File: src/design/srs_pkg.sv
// Package with constants and types of the supply rail sequencer
package srs_pkg;

    // ==========================================================
    // Rail indices (13 sequenced rails, always-on regulator apart)
    // ==========================================================
    localparam int NUM_RAILS = 13;
    localparam int RAIL_REG0 = 0;
    localparam int RAIL_REG1 = 1;
    localparam int RAIL_REG2 = 2;
    localparam int RAIL_REG3 = 3;
    localparam int RAIL_REG4 = 4;
    localparam int RAIL_REG5 = 5;
    localparam int RAIL_REG6 = 6;
    localparam int RAIL_REG7 = 7;
    localparam int RAIL_REG8 = 8;
    localparam int RAIL_REG9 = 9;
    localparam int RAIL_SDA = 10;
    localparam int RAIL_SDB = 11;
    localparam int RAIL_SDC = 12;

    // ==========================================================
    // Timing
    // ==========================================================
    localparam int CLK_MHZ = 250;
    localparam int DELAY_SHORT_US = 3750;
    localparam int DELAY_MID_US = 2500;
    localparam int DELAY_LONG_US = 15000;
    localparam int WAIT_REQ_US = 10000;
    localparam int DELAY_SHORT_CYC = DELAY_SHORT_US * CLK_MHZ;
    localparam int DELAY_MID_CYC = DELAY_MID_US * CLK_MHZ;
    localparam int DELAY_LONG_CYC = DELAY_LONG_US * CLK_MHZ;
    localparam int WAIT_REQ_CYC = WAIT_REQ_US * CLK_MHZ;
    localparam int CNT_W = 24;

    // ==========================================================
    // Trigger groups and delay classes
    // ==========================================================
    typedef enum logic [1:0] {
        TRIG_INTERNAL = 2'h0,
        TRIG_SDA = 2'h1,
        TRIG_SDB = 2'h2,
        TRIG_SYNC = 2'h3
    } srs_trig_type;

    typedef enum logic [1:0] {
        DLY_NONE = 2'h0,
        DLY_SHORT = 2'h1,
        DLY_MID = 2'h2,
        DLY_LONG = 2'h3
    } srs_dly_type;

    // Fixed per-rail attributes
    typedef struct packed {
        logic defaultOn;
        srs_trig_type trig;
        srs_dly_type dly;
    } srs_rail_cfg_type;

    // Top state machine phases seen by the sequencer
    typedef enum logic [2:0] {
        PH_OFF = 3'h0,
        PH_RTC = 3'h1,
        PH_SEQ = 3'h3,
        PH_NORMAL = 3'h2,
        PH_SLEEP_REQ = 3'h6,
        PH_REBOOT_REQ = 3'h7,
        PH_SLEEP = 3'h5,
        PH_REBOOT = 3'h4
    } srs_phase_type;

    // Synchronised trigger pins
    typedef struct packed {
        logic sdaEnableN;
        logic sdbEnable;
        logic syncEnable;
        logic reg4Enable;
    } srs_pins_type;

    // Per-rail fixed configuration, rail 0 first
    function automatic srs_rail_cfg_type railCfg(input int r);
        case (r)
            0: railCfg = '{1'b0, TRIG_SDB, DLY_SHORT};
            1: railCfg = '{1'b1, TRIG_SYNC, DLY_SHORT};
            2: railCfg = '{1'b1, TRIG_INTERNAL, DLY_NONE};
            3: railCfg = '{1'b0, TRIG_SDB, DLY_NONE};
            4: railCfg = '{1'b1, TRIG_INTERNAL, DLY_SHORT};
            5: railCfg = '{1'b1, TRIG_SYNC, DLY_SHORT};
            6: railCfg = '{1'b1, TRIG_SYNC, DLY_LONG};
            7: railCfg = '{1'b0, TRIG_INTERNAL, DLY_LONG};
            8: railCfg = '{1'b0, TRIG_SYNC, DLY_LONG};
            9: railCfg = '{1'b0, TRIG_SYNC, DLY_SHORT};
            10: railCfg = '{1'b1, TRIG_SDA, DLY_MID};
            11: railCfg = '{1'b1, TRIG_SDB, DLY_MID};
            default: railCfg = '{1'b0, TRIG_INTERNAL, DLY_LONG};
        endcase
    endfunction : railCfg

    // Cycle count of a delay class
    function automatic logic [23:0] dlyCycles(input srs_dly_type d);
        case (d)
            DLY_SHORT: dlyCycles = 24'(DELAY_SHORT_CYC);
            DLY_MID: dlyCycles = 24'(DELAY_MID_CYC);
            DLY_LONG: dlyCycles = 24'(DELAY_LONG_CYC);
            default: dlyCycles = 24'h00_0000;
        endcase
    endfunction : dlyCycles

endpackage : srs_pkg

File: src/design/srs_supply_rail_sequencer.sv
// Supply rail sequencer: enables, delays, power-down and power-good
`timescale 1ns/1ps
`default_nettype none

//Contract
// (RL1) Sequence all rails on entering sequencing
// (RL2) Always-on regulator enabled from RTC state
// (RL3) Rail: default state, trigger group, delay
// (RL4) Internal trigger rises entering sequencing state
// (RL5) Stepdown A pin triggers when low
// (RL6) Stepdown B, sync pins trigger when high
// (RL7) Default-on rail turns on after delay
// (RL8) Default-off rails never sequenced on
// (RL9) No delays once normal state reached
// (RL10) Rails 0,1 share 3.75 ms delay
// (RL11) Rails 6,7,8 share 15 ms delay
// (RL12) Rails 5,9 share trigger and delay
// (RL13) Outside normal: pins and bits switch rails
// (RL14) Normal: pins only stepdowns and rail 4
// (RL15) Sequencing: bits of 2,4,A,B switch rails
// (RL16) Power-down starts at request; pins reactivate
// (RL17) Sleep or reboot 10 ms after request
// (RL18) Sleep/reboot entry turns all rails off
// (RL19) Request: deasserting pin edge turns rail off
// (RL20) Rail 4 held on if pin low early
// (RL21) Rail 4 good low when pin low
// (RL22) Good high only when on and regulating
// (RL23) Slow clock after RTC reset high, supply valid
// (RL24) Source select bit; crystal clock only out
// (RL25) Non-scaling voltage applied at write acknowledge
// (RL26) Scaling supplies ramp from programmed start time
// (RL27) Counters reload when trigger event recurs
module srs_supply_rail_sequencer
    import srs_pkg::*;
(
    // Clock and reset
    input wire logic clk,
    input wire logic rst,
    // Top state machine phase
    input wire srs_phase_type phase,
    // Trigger pins from host (asynchronous)
    input wire logic stepdown_a_enable_pin,
    input wire logic stepdown_b_enable_pin,
    input wire logic sync_group_enable_pin,
    input wire logic reg4_enable_pin,
    // Enable bits from registers, one per rail
    input wire logic [NUM_RAILS-1:0] railEnableBits,
    // Regulation status from analog, one per rail
    input wire logic [NUM_RAILS-1:0] railInRegulation,
    // Voltage code write and acknowledge
    input wire logic [7:0] voltCode,
    input wire logic [NUM_RAILS-1:0] voltWriteAck,
    input wire logic [NUM_RAILS-1:0] scalingRail,
    input wire logic scalingStart,
    // Slow clock sources and conditions
    input wire logic slowSourceXtal,
    input wire logic xtalClockEnable,
    input wire logic rtc_reset_output,
    input wire logic slow_clock_domain_supply,
    // Rail controls
    output logic [NUM_RAILS-1:0] railOn,
    output logic rtcRegOn,
    output logic stepdown_a_power_good,
    output logic stepdown_b_power_good,
    output logic reg4_power_good,
    output logic slow_clock_output,
    output logic internalOscSelected,
    output logic goSleepOrReboot,
    output logic [7:0] appliedVolt [NUM_RAILS]
);

    // ==========================================================
    // Pin synchronisers
    // ==========================================================
    srs_pins_type pinsMeta_reg; // First stage, read only by second
    srs_pins_type pins_reg; // Synchronised pins
    srs_pins_type pinsPrev_reg; // Previous for edge detect
    srs_phase_type phasePrev_reg; // Previous phase

    // Two-flop synchroniser for pins
    always_ff @(posedge clk) begin
        if (rst) begin
            pinsMeta_reg <= '{1'b1, 1'b0, 1'b0, 1'b0};
            pins_reg <= '{1'b1, 1'b0, 1'b0, 1'b0};
            pinsPrev_reg <= '{1'b1, 1'b0, 1'b0, 1'b0};
        end else begin
            pinsMeta_reg <= '{stepdown_a_enable_pin, stepdown_b_enable_pin,
                              sync_group_enable_pin, reg4_enable_pin};
            pins_reg <= pinsMeta_reg;
            pinsPrev_reg <= pins_reg;
        end
    end

    // Phase history for entry detection
    always_ff @(posedge clk) begin
        if (rst) begin
            phasePrev_reg <= PH_OFF;
        end else begin
            phasePrev_reg <= phase;
        end
    end

    // ==========================================================
    // Phase decode and group triggers
    // ==========================================================
    logic inSeq, inNormal, inReq, enterReq, enterDown, enterSeq;
    logic [3:0] grpLevel; // Group active level, by trigger code
    logic [3:0] grpAssert; // Asserting edge this cycle
    logic [3:0] grpDeassert; // Deasserting edge this cycle

    assign inSeq = (phase == PH_SEQ);
    assign inNormal = (phase == PH_NORMAL);
    assign inReq = (phase == PH_SLEEP_REQ) || (phase == PH_REBOOT_REQ);
    assign enterReq = inReq && (phasePrev_reg != PH_SLEEP_REQ)
                      && (phasePrev_reg != PH_REBOOT_REQ); // [RL16]
    assign enterDown = ((phase == PH_SLEEP) || (phase == PH_REBOOT))
                       && (phasePrev_reg != PH_SLEEP)
                       && (phasePrev_reg != PH_REBOOT);
    assign enterSeq = inSeq && (phasePrev_reg == PH_RTC); // [RL4]

    // Group levels: A active low, others active high
    always_comb begin
        grpLevel[TRIG_INTERNAL] = inSeq; // [RL4]
        grpLevel[TRIG_SDA] = !pins_reg.sdaEnableN; // [RL5]
        grpLevel[TRIG_SDB] = pins_reg.sdbEnable; // [RL6]
        grpLevel[TRIG_SYNC] = pins_reg.syncEnable; // [RL6]
        grpAssert[TRIG_INTERNAL] = enterSeq;
        grpAssert[TRIG_SDA] = pinsPrev_reg.sdaEnableN
                              && !pins_reg.sdaEnableN; // [RL5]
        grpAssert[TRIG_SDB] = !pinsPrev_reg.sdbEnable
                              && pins_reg.sdbEnable; // [RL6]
        grpAssert[TRIG_SYNC] = !pinsPrev_reg.syncEnable
                               && pins_reg.syncEnable; // [RL6]
        grpDeassert[TRIG_INTERNAL] = 1'b0; // [RL18]
        grpDeassert[TRIG_SDA] = !pinsPrev_reg.sdaEnableN
                                && pins_reg.sdaEnableN; // [RL19]
        grpDeassert[TRIG_SDB] = pinsPrev_reg.sdbEnable
                                && !pins_reg.sdbEnable; // [RL19]
        grpDeassert[TRIG_SYNC] = pinsPrev_reg.syncEnable
                                 && !pins_reg.syncEnable; // [RL19]
    end

    // ==========================================================
    // Per-rail delay timers and enables
    // ==========================================================
    logic [CNT_W-1:0] railCnt_reg [NUM_RAILS]; // Delay counters
    logic [NUM_RAILS-1:0] railArmed_reg; // Timer running
    logic [NUM_RAILS-1:0] seqOn_reg; // Sequenced on
    logic [NUM_RAILS-1:0] pinOff_reg; // Turned off by pin in request
    logic [NUM_RAILS-1:0] pinCtrl; // Pin switches rail now
    logic [NUM_RAILS-1:0] railOn_next;
    logic reg4Hold_reg; // Rail 4 kept on until shutdown

    // Timers: start on asserting edge during sequencing
    always_ff @(posedge clk) begin
        if (rst) begin
            railArmed_reg <= '0;
            seqOn_reg <= '0;
            for (int r = 0; r < NUM_RAILS; r++) begin
                railCnt_reg[r] <= '0;
            end
        end else begin
            for (int r = 0; r < NUM_RAILS; r++) begin
                if (!inSeq && !inNormal && !inReq) begin
                    // Outside sequencing, normal and request, armed and on flags cleared
                    railArmed_reg[r] <= 1'b0;
                    seqOn_reg[r] <= 1'b0;
                end else if (inSeq && railCfg(r).defaultOn
                             && grpAssert[railCfg(r).trig]) begin
                    // Reload on every recurring trigger [RL7] [RL27]
                    // Delay sharing [RL10] [RL11] [RL12]
                    railCnt_reg[r] <= dlyCycles(railCfg(r).dly); // [RL3]
                    railArmed_reg[r] <= 1'b1;
                end else if (railArmed_reg[r] && !inSeq) begin
                    // No delays after normal entry [RL9]
                    railArmed_reg[r] <= 1'b0;
                end else if (railArmed_reg[r]) begin
                    if (railCnt_reg[r] == '0) begin
                        railArmed_reg[r] <= 1'b0;
                        seqOn_reg[r] <= grpLevel[railCfg(r).trig]; // [RL7]
                    end else begin
                        railCnt_reg[r] <= railCnt_reg[r] - 1'b1;
                    end
                end
            end
        end
    end

    // Which rails the pins may switch in the current phase
    always_comb begin
        for (int r = 0; r < NUM_RAILS; r++) begin
            if (inNormal) begin
                pinCtrl[r] = (r == RAIL_SDA) || (r == RAIL_SDB)
                             || (r == RAIL_REG4); // [RL14]
            end else begin
                pinCtrl[r] = (railCfg(r).trig != TRIG_INTERNAL); // [RL13]
            end
        end
    end

    // Request-phase pin turn-off, sticky until shutdown
    always_ff @(posedge clk) begin
        if (rst || !inReq) begin
            pinOff_reg <= '0;
        end else begin
            for (int r = 0; r < NUM_RAILS; r++) begin
                if (grpDeassert[railCfg(r).trig] || ((r == RAIL_REG4)
                    && pinsPrev_reg.reg4Enable && !pins_reg.reg4Enable)) begin
                    pinOff_reg[r] <= 1'b1; // [RL19]
                end
            end
        end
    end

    // Rail 4 held on when its pin is low at request entry
    always_ff @(posedge clk) begin
        if (rst || enterDown || !(inReq)) begin
            reg4Hold_reg <= 1'b0;
        end else if (enterReq && !pins_reg.reg4Enable && railOn[RAIL_REG4]) begin
            reg4Hold_reg <= 1'b1; // [RL20]
        end
    end

    // Rail enable combine
    always_comb begin
        for (int r = 0; r < NUM_RAILS; r++) begin
            railOn_next[r] = railOn[r];
            if (inSeq) begin
                // Sequenced start, default-off rails excluded [RL8] [RL1]
                railOn_next[r] = seqOn_reg[r] && railCfg(r).defaultOn;
                if ((r == RAIL_REG2) || (r == RAIL_REG4) || (r == RAIL_SDA)
                    || (r == RAIL_SDB)) begin
                    railOn_next[r] = railOn_next[r]
                                     || railEnableBits[r]; // [RL15]
                end
            end else if (inNormal) begin
                // Bits switch all; some pins too, without delay [RL9]
                railOn_next[r] = railEnableBits[r]; // [RL14]
                if (pinCtrl[r]) begin
                    if (r == RAIL_REG4) begin
                        railOn_next[r] = railOn_next[r]
                                         || pins_reg.reg4Enable;
                    end else begin
                        railOn_next[r] = railOn_next[r]
                                         || grpLevel[railCfg(r).trig];
                    end
                end
            end else if (inReq) begin
                // Pins act again; deasserting edge turns off [RL16]
                railOn_next[r] = railOn[r] && !pinOff_reg[r];
                if (r == RAIL_REG4 && reg4Hold_reg) begin
                    railOn_next[r] = 1'b1; // [RL20]
                end
            end else begin
                railOn_next[r] = 1'b0; // [RL18]
            end
        end
    end

    // Rail enable register; shutdown drops all at once
    always_ff @(posedge clk) begin
        if (rst || enterDown) begin
            railOn <= '0; // [RL18]
        end else begin
            railOn <= railOn_next;
        end
    end

    // Always-on regulator from RTC state onward
    always_ff @(posedge clk) begin
        if (rst) begin
            rtcRegOn <= 1'b0;
        end else if (phase != PH_OFF) begin
            rtcRegOn <= 1'b1; // [RL2]
        end else begin
            rtcRegOn <= 1'b0;
        end
    end

    // ==========================================================
    // Request wait timer
    // ==========================================================
    logic [CNT_W-1:0] waitCnt_reg; // Counts the request wait

    // Reloaded at each request entry, pulse on expiry
    always_ff @(posedge clk) begin
        if (rst) begin
            waitCnt_reg <= '0;
            goSleepOrReboot <= 1'b0;
        end else begin
            goSleepOrReboot <= 1'b0;
            if (enterReq) begin
                waitCnt_reg <= CNT_W'(WAIT_REQ_CYC - 1); // [RL17] [RL27]
            end else if (inReq && waitCnt_reg != '0) begin
                waitCnt_reg <= waitCnt_reg - 1'b1;
                goSleepOrReboot <= (waitCnt_reg == CNT_W'(1)); // [RL17]
            end
        end
    end

    // ==========================================================
    // Power-good outputs
    // ==========================================================
    always_ff @(posedge clk) begin
        if (rst) begin
            stepdown_a_power_good <= 1'b0;
            stepdown_b_power_good <= 1'b0;
            reg4_power_good <= 1'b0;
        end else begin
            stepdown_a_power_good <= railOn[RAIL_SDA]
                                     && railInRegulation[RAIL_SDA]; // [RL22]
            stepdown_b_power_good <= railOn[RAIL_SDB]
                                     && railInRegulation[RAIL_SDB]; // [RL22]
            reg4_power_good <= railOn[RAIL_REG4] && pins_reg.reg4Enable
                               && railInRegulation[RAIL_REG4]; // [RL21]
        end
    end

    // ==========================================================
    // Slow clock output gating
    // ==========================================================
    logic [1:0] rtcMeta_reg, vMeta_reg; // Level synchronisers

    always_ff @(posedge clk) begin
        if (rst) begin
            rtcMeta_reg <= 2'h0;
            vMeta_reg <= 2'h0;
            slow_clock_output <= 1'b0;
            internalOscSelected <= 1'b0;
        end else begin
            rtcMeta_reg <= {rtcMeta_reg[0], rtc_reset_output};
            vMeta_reg <= {vMeta_reg[0], slow_clock_domain_supply};
            internalOscSelected <= !slowSourceXtal; // [RL24]
            // Only crystal clock reaches the pin [RL24] [RL23]
            slow_clock_output <= rtcMeta_reg[1] && vMeta_reg[1]
                                 && xtalClockEnable;
        end
    end

    // ==========================================================
    // Output voltage codes
    // ==========================================================
    logic [7:0] rampTarget_reg [NUM_RAILS]; // Scaling final codes

    // Non-scaling at acknowledge; scaling steps from start
    always_ff @(posedge clk) begin
        if (rst) begin
            for (int r = 0; r < NUM_RAILS; r++) begin
                appliedVolt[r] <= 8'h00;
                rampTarget_reg[r] <= 8'h00;
            end
        end else begin
            for (int r = 0; r < NUM_RAILS; r++) begin
                if (voltWriteAck[r] && !scalingRail[r]) begin
                    appliedVolt[r] <= voltCode; // [RL25]
                end else if (voltWriteAck[r]) begin
                    rampTarget_reg[r] <= voltCode;
                end else if (scalingRail[r] && scalingStart
                             && appliedVolt[r] != rampTarget_reg[r]) begin
                    // One code step per start strobe [RL26]
                    if (appliedVolt[r] < rampTarget_reg[r]) begin
                        appliedVolt[r] <= appliedVolt[r] + 8'h01;
                    end else begin
                        appliedVolt[r] <= appliedVolt[r] - 8'h01;
                    end
                end
            end
        end
    end

endmodule : srs_supply_rail_sequencer

`default_nettype wire

File: config.mk
export PLATFORM = sky130hd
export DESIGN_NAME = srs_supply_rail_sequencer
export DESIGN_NICKNAME = d
export VERILOG_FILES = /design/src/design/srs_pkg.sv /design/src/design/srs_supply_rail_sequencer.sv
export SDC_FILE = /design/constraint.sdc
export NUM_CORES = 1
export LEC_CHECK = 0
export BUFFER_PORTS_ARGS = -buffer_cell sky130_fd_sc_hd__buf_2
export CORE_MARGIN = 2
export CORE_UTILIZATION = 50
export DETAILED_ROUTE_END_ITERATION = 8
export PLACE_DENSITY = 0.78
export SYNTH_ARGS = -nofsm -noshare
export SYNTH_HDL_FRONTEND = slang
export SYNTH_SLANG_ARGS = --single-unit
File: constraint.sdc
create_clock -name clk -period 7.48 [get_ports clk]
set_input_delay 0.748 -clock clk [delete_from_list [all_inputs] [get_ports clk]]
set_output_delay 0.748 -clock clk [all_outputs]
set_load 0.005 [all_outputs]
==> reports/metrics.csv, run 1 <==
metric,value,unit
via_per_inst,5.90,
core_area,0.0522,mm^2
synth-seq-cells,458,
syn-num-nets,2965,
required,7.58,ns
drt-pass1-iter-count,6,
drtIter0Drc,1776,
final_cell_mix,"nor2_1, edfxtp_1, a21oi_1",
syn_inst,2667,
antenna_found_initial,5,
rsz0062_at_grt,false,
tightest_slew,1.19,ns
numCtsBuffers,48,
clk_latency,0.59,ns
synth_cell_type_count,66,
die_y,233,um
async_flop_share,0,%
setup.worst_path.end_class,register,
clk_transition_reported_paths,0.06,ns
worstSetupPathType,register to register,
period_share,49.8,%
netlist_area,0.0263,mm^2
hold_start,slowSourceXtal,
grt_pass1_wl,104,mm
critPathMaxFanout,26,
syn_avg_cell_area,9.86,um^2
wl_per_cell,18.2,um
finish.utilization,56.4,%
cts-root-buf,clkbuf_16,
routed_wl,64.7,mm
fin_skew,0.0265,ns
synthFlopType,edfxtp_1,
vias,21000,
gr-total-overflow,0,
row_count,84,
cts_setup_buffers,0,
place_area,0.0278,mm^2
nets,3125,
mostFrequentLayoutCell,nor2_1,
ant_nets,0,
cp-start-kind,register,
arrival,3.82,ns
r2r-start,railCnt_reg[0][60],
cts_buffer_depth,3,
cts-resized-gates,0,
cts_tree,done,
seq_area_frac_synth,45.2,%
dp_hpwl,45.2,mm
hold_viol_final,0,
design_area,0.0295,mm^2
start_util,50.3,%
drive_above_1_share,10.4,%
largest_reg_flops,168,
finalSetupViolations,0,
synth_edf_count,272,
hp-class,input pin to register,
finalMaxSlewViolations,0,
power_density,220,mW/mm^2
cts_hold_buf,0,
fp.dieArea,0.0544,mm^2
r2r_cells,6,
port_buffers,187,
fillers,4366,
yosysWarningCount,0,
clock.fmax,269,MHz
outcome,finished clean,
min_path_cells,2,
grtUsageTotal,23.6,%
cts_htree_levels,2,
post-route-drc-count,0,
num_io_pins,198,
ir_worst_vdd,0.173,mV
design_power_total,6470,uW
period_minus_slack,3.72,ns
grt_max_degree,81,
finalSetupTns,0,ns
leakage,0.0119,uW
grt_pass1_vias,20500,
max_slew_margin,19.9,%
crit_path_start,railCnt_reg[0][60],
clock_sinks,458,
drv_cap,0,
place_congestion,0.878,
rrSetupSlack,3.76,ns
fp.dieW,233,um
syn_to_final_growth,12.1,%
hold_slack,0.303,ns
[power breakdown]
part	leakage (uW)	switching (uW)	internal [uW]
registers	0.00430	136	2820
logic	0.00681	610	443
clock network	0.000803	1010	1450
[stage by stage]
step                      worst slack [ns]  instances
after floorplan                       4.39       2667
after global placement                3.50       3465
after detailed placement              3.44       3465
after CTS                             3.74       3555
after global routing                  3.53       3558
final                                 3.76       3560
[synth_stat cells, drive strengths merged, types with 18 or more instances]
cell type  number  area share [%]
a211oi         22            0.63
a21o           32            0.94
a21oi         224             4.3
a22oi          97             2.8
a31oi          36            0.86
clkbuf         82             1.2
dfxtp         186              14
edfxtp        272              31
ha            211              10
inv           142             2.0
nand2         171             2.4
nand2b         61             1.5
nand3          26            0.49
nand4          40            0.95
nand4b         18            0.60
nor2          303             4.3
nor2b          28            0.67
nor3           88             1.7
nor4           50             1.2
o21ai          82             1.6
o22ai          30            0.71
or3            42             1.0
or4            24            0.75
xnor2         152             5.1
xor2           66             2.2
[worst paths after layout]
check,end
hold / removal,internalOscSelected
hold reg to reg,pins_reg[0]
setup reg to reg,railCnt_reg[0][58]
setup / recovery,railCnt_reg[0][58]
[final cells by class]
type | instances | area, um^2 | share of cell area, %
antenna | 5 | 12.5 | 0.0425
sequential | 458 | 11900 | 40.4
inverter | 143 | 537 | 1.82
multi-input combinational | 1981 | 13500 | 45.9
clock inverter | 21 | 214 | 0.726
tap | 688 | 861 | 2.92
timing repair buffer | 195 | 1000 | 3.40
clock buffer | 69 | 1410 | 4.78
[metal layers]
layer / part of all wire (%) / routed length (um) / track usage, %
met1: 42 / 26900 / 30.2
met2: 48 / 31300 / 40.4
met3: 6.8 / 4420 / 3.80
met4: 3.2 / 2060 / 8.24
met5: 0 / 0 / 0
[logic make-up (layout without fill, tap and decap cells)]
kind of cell | Yosys count | after routing | share of synthesized area, %
AOI/OAI and AO/OA | 601 | 601 | 14.3
xor gates and xnor gates | 230 | 230 | 8.35
adders and majority gates | 224 | 224 | 11.0
buffers and inverters | 228 | 428 | 3.27
DFF | 458 | 458 | 45.2
muxes | 1 | 1 | 0.0381
other | 0 | 5 | 0
and+or+nand+nor | 925 | 925 | 17.8
[worst max-delay path, cell delays in order (launching register included)]
cell and delay (ns):
edfxtp_1 0.45, or4_1 0.61, or4_1 0.54, nor3_1 0.49, nand4b_1 0.18, buf_4 0.29
nand2_1 0.65
(Power assumes the default switching activity.)
==> inputs of run 2 (changes only) <==
clock period = 3.5 ns   (was 7.48 ns; I/O delays follow)
==> run 2 against run 1 <==
Combinational power grew 120%. Clock skew fell by 0.012 ns. Hold slack worse by 0.29 ns. Cell area is 1.5% higher. Routed wire length grew 0.54%. Core utilization up 0.86 points. Critical endpoint is now appliedVolt[95]. Highest routed layer is now met5.
==> reports/metrics.csv, run 2 (synthesis gave the netlist of run 1 again) <==
metric,value,unit
cts-resized-gates,0,
drtIter0Drc,1691,
grt_pass1_wl,105,mm
r2r_cells,10,
num_io_pins,198,
fillers,4269,
hold_viol_final,0,
clk_latency,0.59,ns
cts_buffer_depth,3,
drv_cap,0,
power_density,468,mW/mm^2
critPathMaxFanout,9,
row_count,84,
cts_htree_levels,2,
wl_per_cell,18.1,um
clock.fmax,322,MHz
finalMaxSlewViolations,0,
finalSetupViolations,0,
min_path_cells,3,
drive_above_1_share,11.6,%
clk_transition_reported_paths,0.06,ns
place_congestion,0.891,
finalSetupTns,0,ns
post-route-drc-count,0,
clock_sinks,458,
grt_pass1_vias,20900,
cts_tree,done,
hold_start,railEnableBits[8],
fp.dieW,233,um
period_share,88.6,%
antenna_found_initial,4,
routed_wl,65.1,mm
largest_reg_flops,168,
setup.worst_path.end_class,register,
gr-total-overflow,0,
fin_skew,0.0144,ns
grt_max_degree,68,
ir_worst_vdd,0.434,mV
dp_hpwl,45.7,mm
core_area,0.0522,mm^2
hp-class,input pin to register,
numCtsBuffers,50,
reg2reg_to,appliedVolt[95],
cts-root-buf,clkbuf_16,
cp-start-kind,register,
tightest_slew,1.31,ns
syn_to_final_growth,13.8,%
leakage,0.0121,uW
rrSetupSlack,0.40,ns
grtUsageTotal,23.8,%
die_y,233,um
design_power_total,14000,uW
mostFrequentLayoutCell,nor2_1,
rsz0062_at_grt,false,
final_cell_mix,"nor2_1, edfxtp_1, a21oi_1",
required,4.01,ns
ant_nets,0,
via_per_inst,5.86,
port_buffers,187,
outcome,finished clean,
start_util,50.3,%
fp.dieArea,0.0544,mm^2
drt-pass1-iter-count,6,
period_minus_slack,3.10,ns
worstHoldEndpoint,railOn[8],
worstSetupPathType,register to register,
nets,3170,
arrival,3.61,ns
vias,21100,
r2r-start,appliedVolt[91],
max_slew_margin,12.1,%
[run 2: cell count changes in the layout (fill, tap and decap cells not counted), sizes merged]
cell         before  now
diode             5    3
dlygate4sd3       0   11
clkinvlp          1    5
inv             146  143
buf             195  227
clkinv           13   19
clkbuf           69   66
[run 2: repair_timing]
| action | in CTS | in global routing |
|---|---|---|
| hold buffers | 11 | 0 |
| buffers inserted | 0 | 0 |
| endpoints found under the hold margin | 11 | 0 |
[run 2: worst max-delay path, cell delays in order, from the launching register on]
cell and delay, ns:
dfxtp_1 0.44, ha_1 0.32, a21oi_1 0.16, a31oi_1 0.09, a2111o_1 0.57, ha_1 0.37
a211oi_1 0.29, o21ai_0 0.14, a31oi_1 0.23, xor3_1 0.25, o211ai_1 0.16
[run 2: area by class of cell]
class                   count  area [um^2]  share of cell area [%]
multi-input cells        1981        13500                    45.3
flip-flops and latches    458        11900                    39.8
clock buffers              66         1430                    4.77
repair buffers            238         1370                    4.56
well taps                 688          861                    2.88
inverters                 143          537                    1.79
clock inverters            28          287                   0.958
diodes                      3         7.51                  0.0251
[run 2: metal layers]
metal	global-route usage, %	share of wire [%]
met5	0	0.018
met4	8.58	3.2
met3	3.67	6.7
met2	41.1	49
met1	30.1	41
[run 2: worst max-delay path by stage]
stage                             startpoint                  to  slack (ns)  cells after the start
after CTS                    appliedVolt[91]     appliedVolt[95]        0.42                     10
final                        appliedVolt[91]     appliedVolt[95]        0.40                     10
after detailed placement      appliedVolt[3]      appliedVolt[7]        0.44                     10
after global routing         appliedVolt[91]     appliedVolt[95]        0.20                     10
after global placement        appliedVolt[3]      appliedVolt[7]        0.55                     10
after floorplan           railCnt_reg[0][60]  railCnt_reg[0][48]        0.41                      7
[run 2: power breakdown]
part           switching, uW  internal (uW)  total, uW
logic                   1310            978       2290
clock network           2220           3190       5410
registers                288           6020       6310
[run 2: metrics by stage]
stage	util, %	instance area (um^2)	instances	setup slack [ns]	hold WS [ns]
global route	57.3	29900	3604	0.200	0.0207
floorplan	-	26300	2667	0.412	0.389
finish	57.3	29900	3605	0.398	0.0158
detailed placement	53.8	28100	3497	0.439	0.423
global placement	53.8	28100	3497	0.553	0.421
CTS	57.3	29900	3602	0.423	0.00449
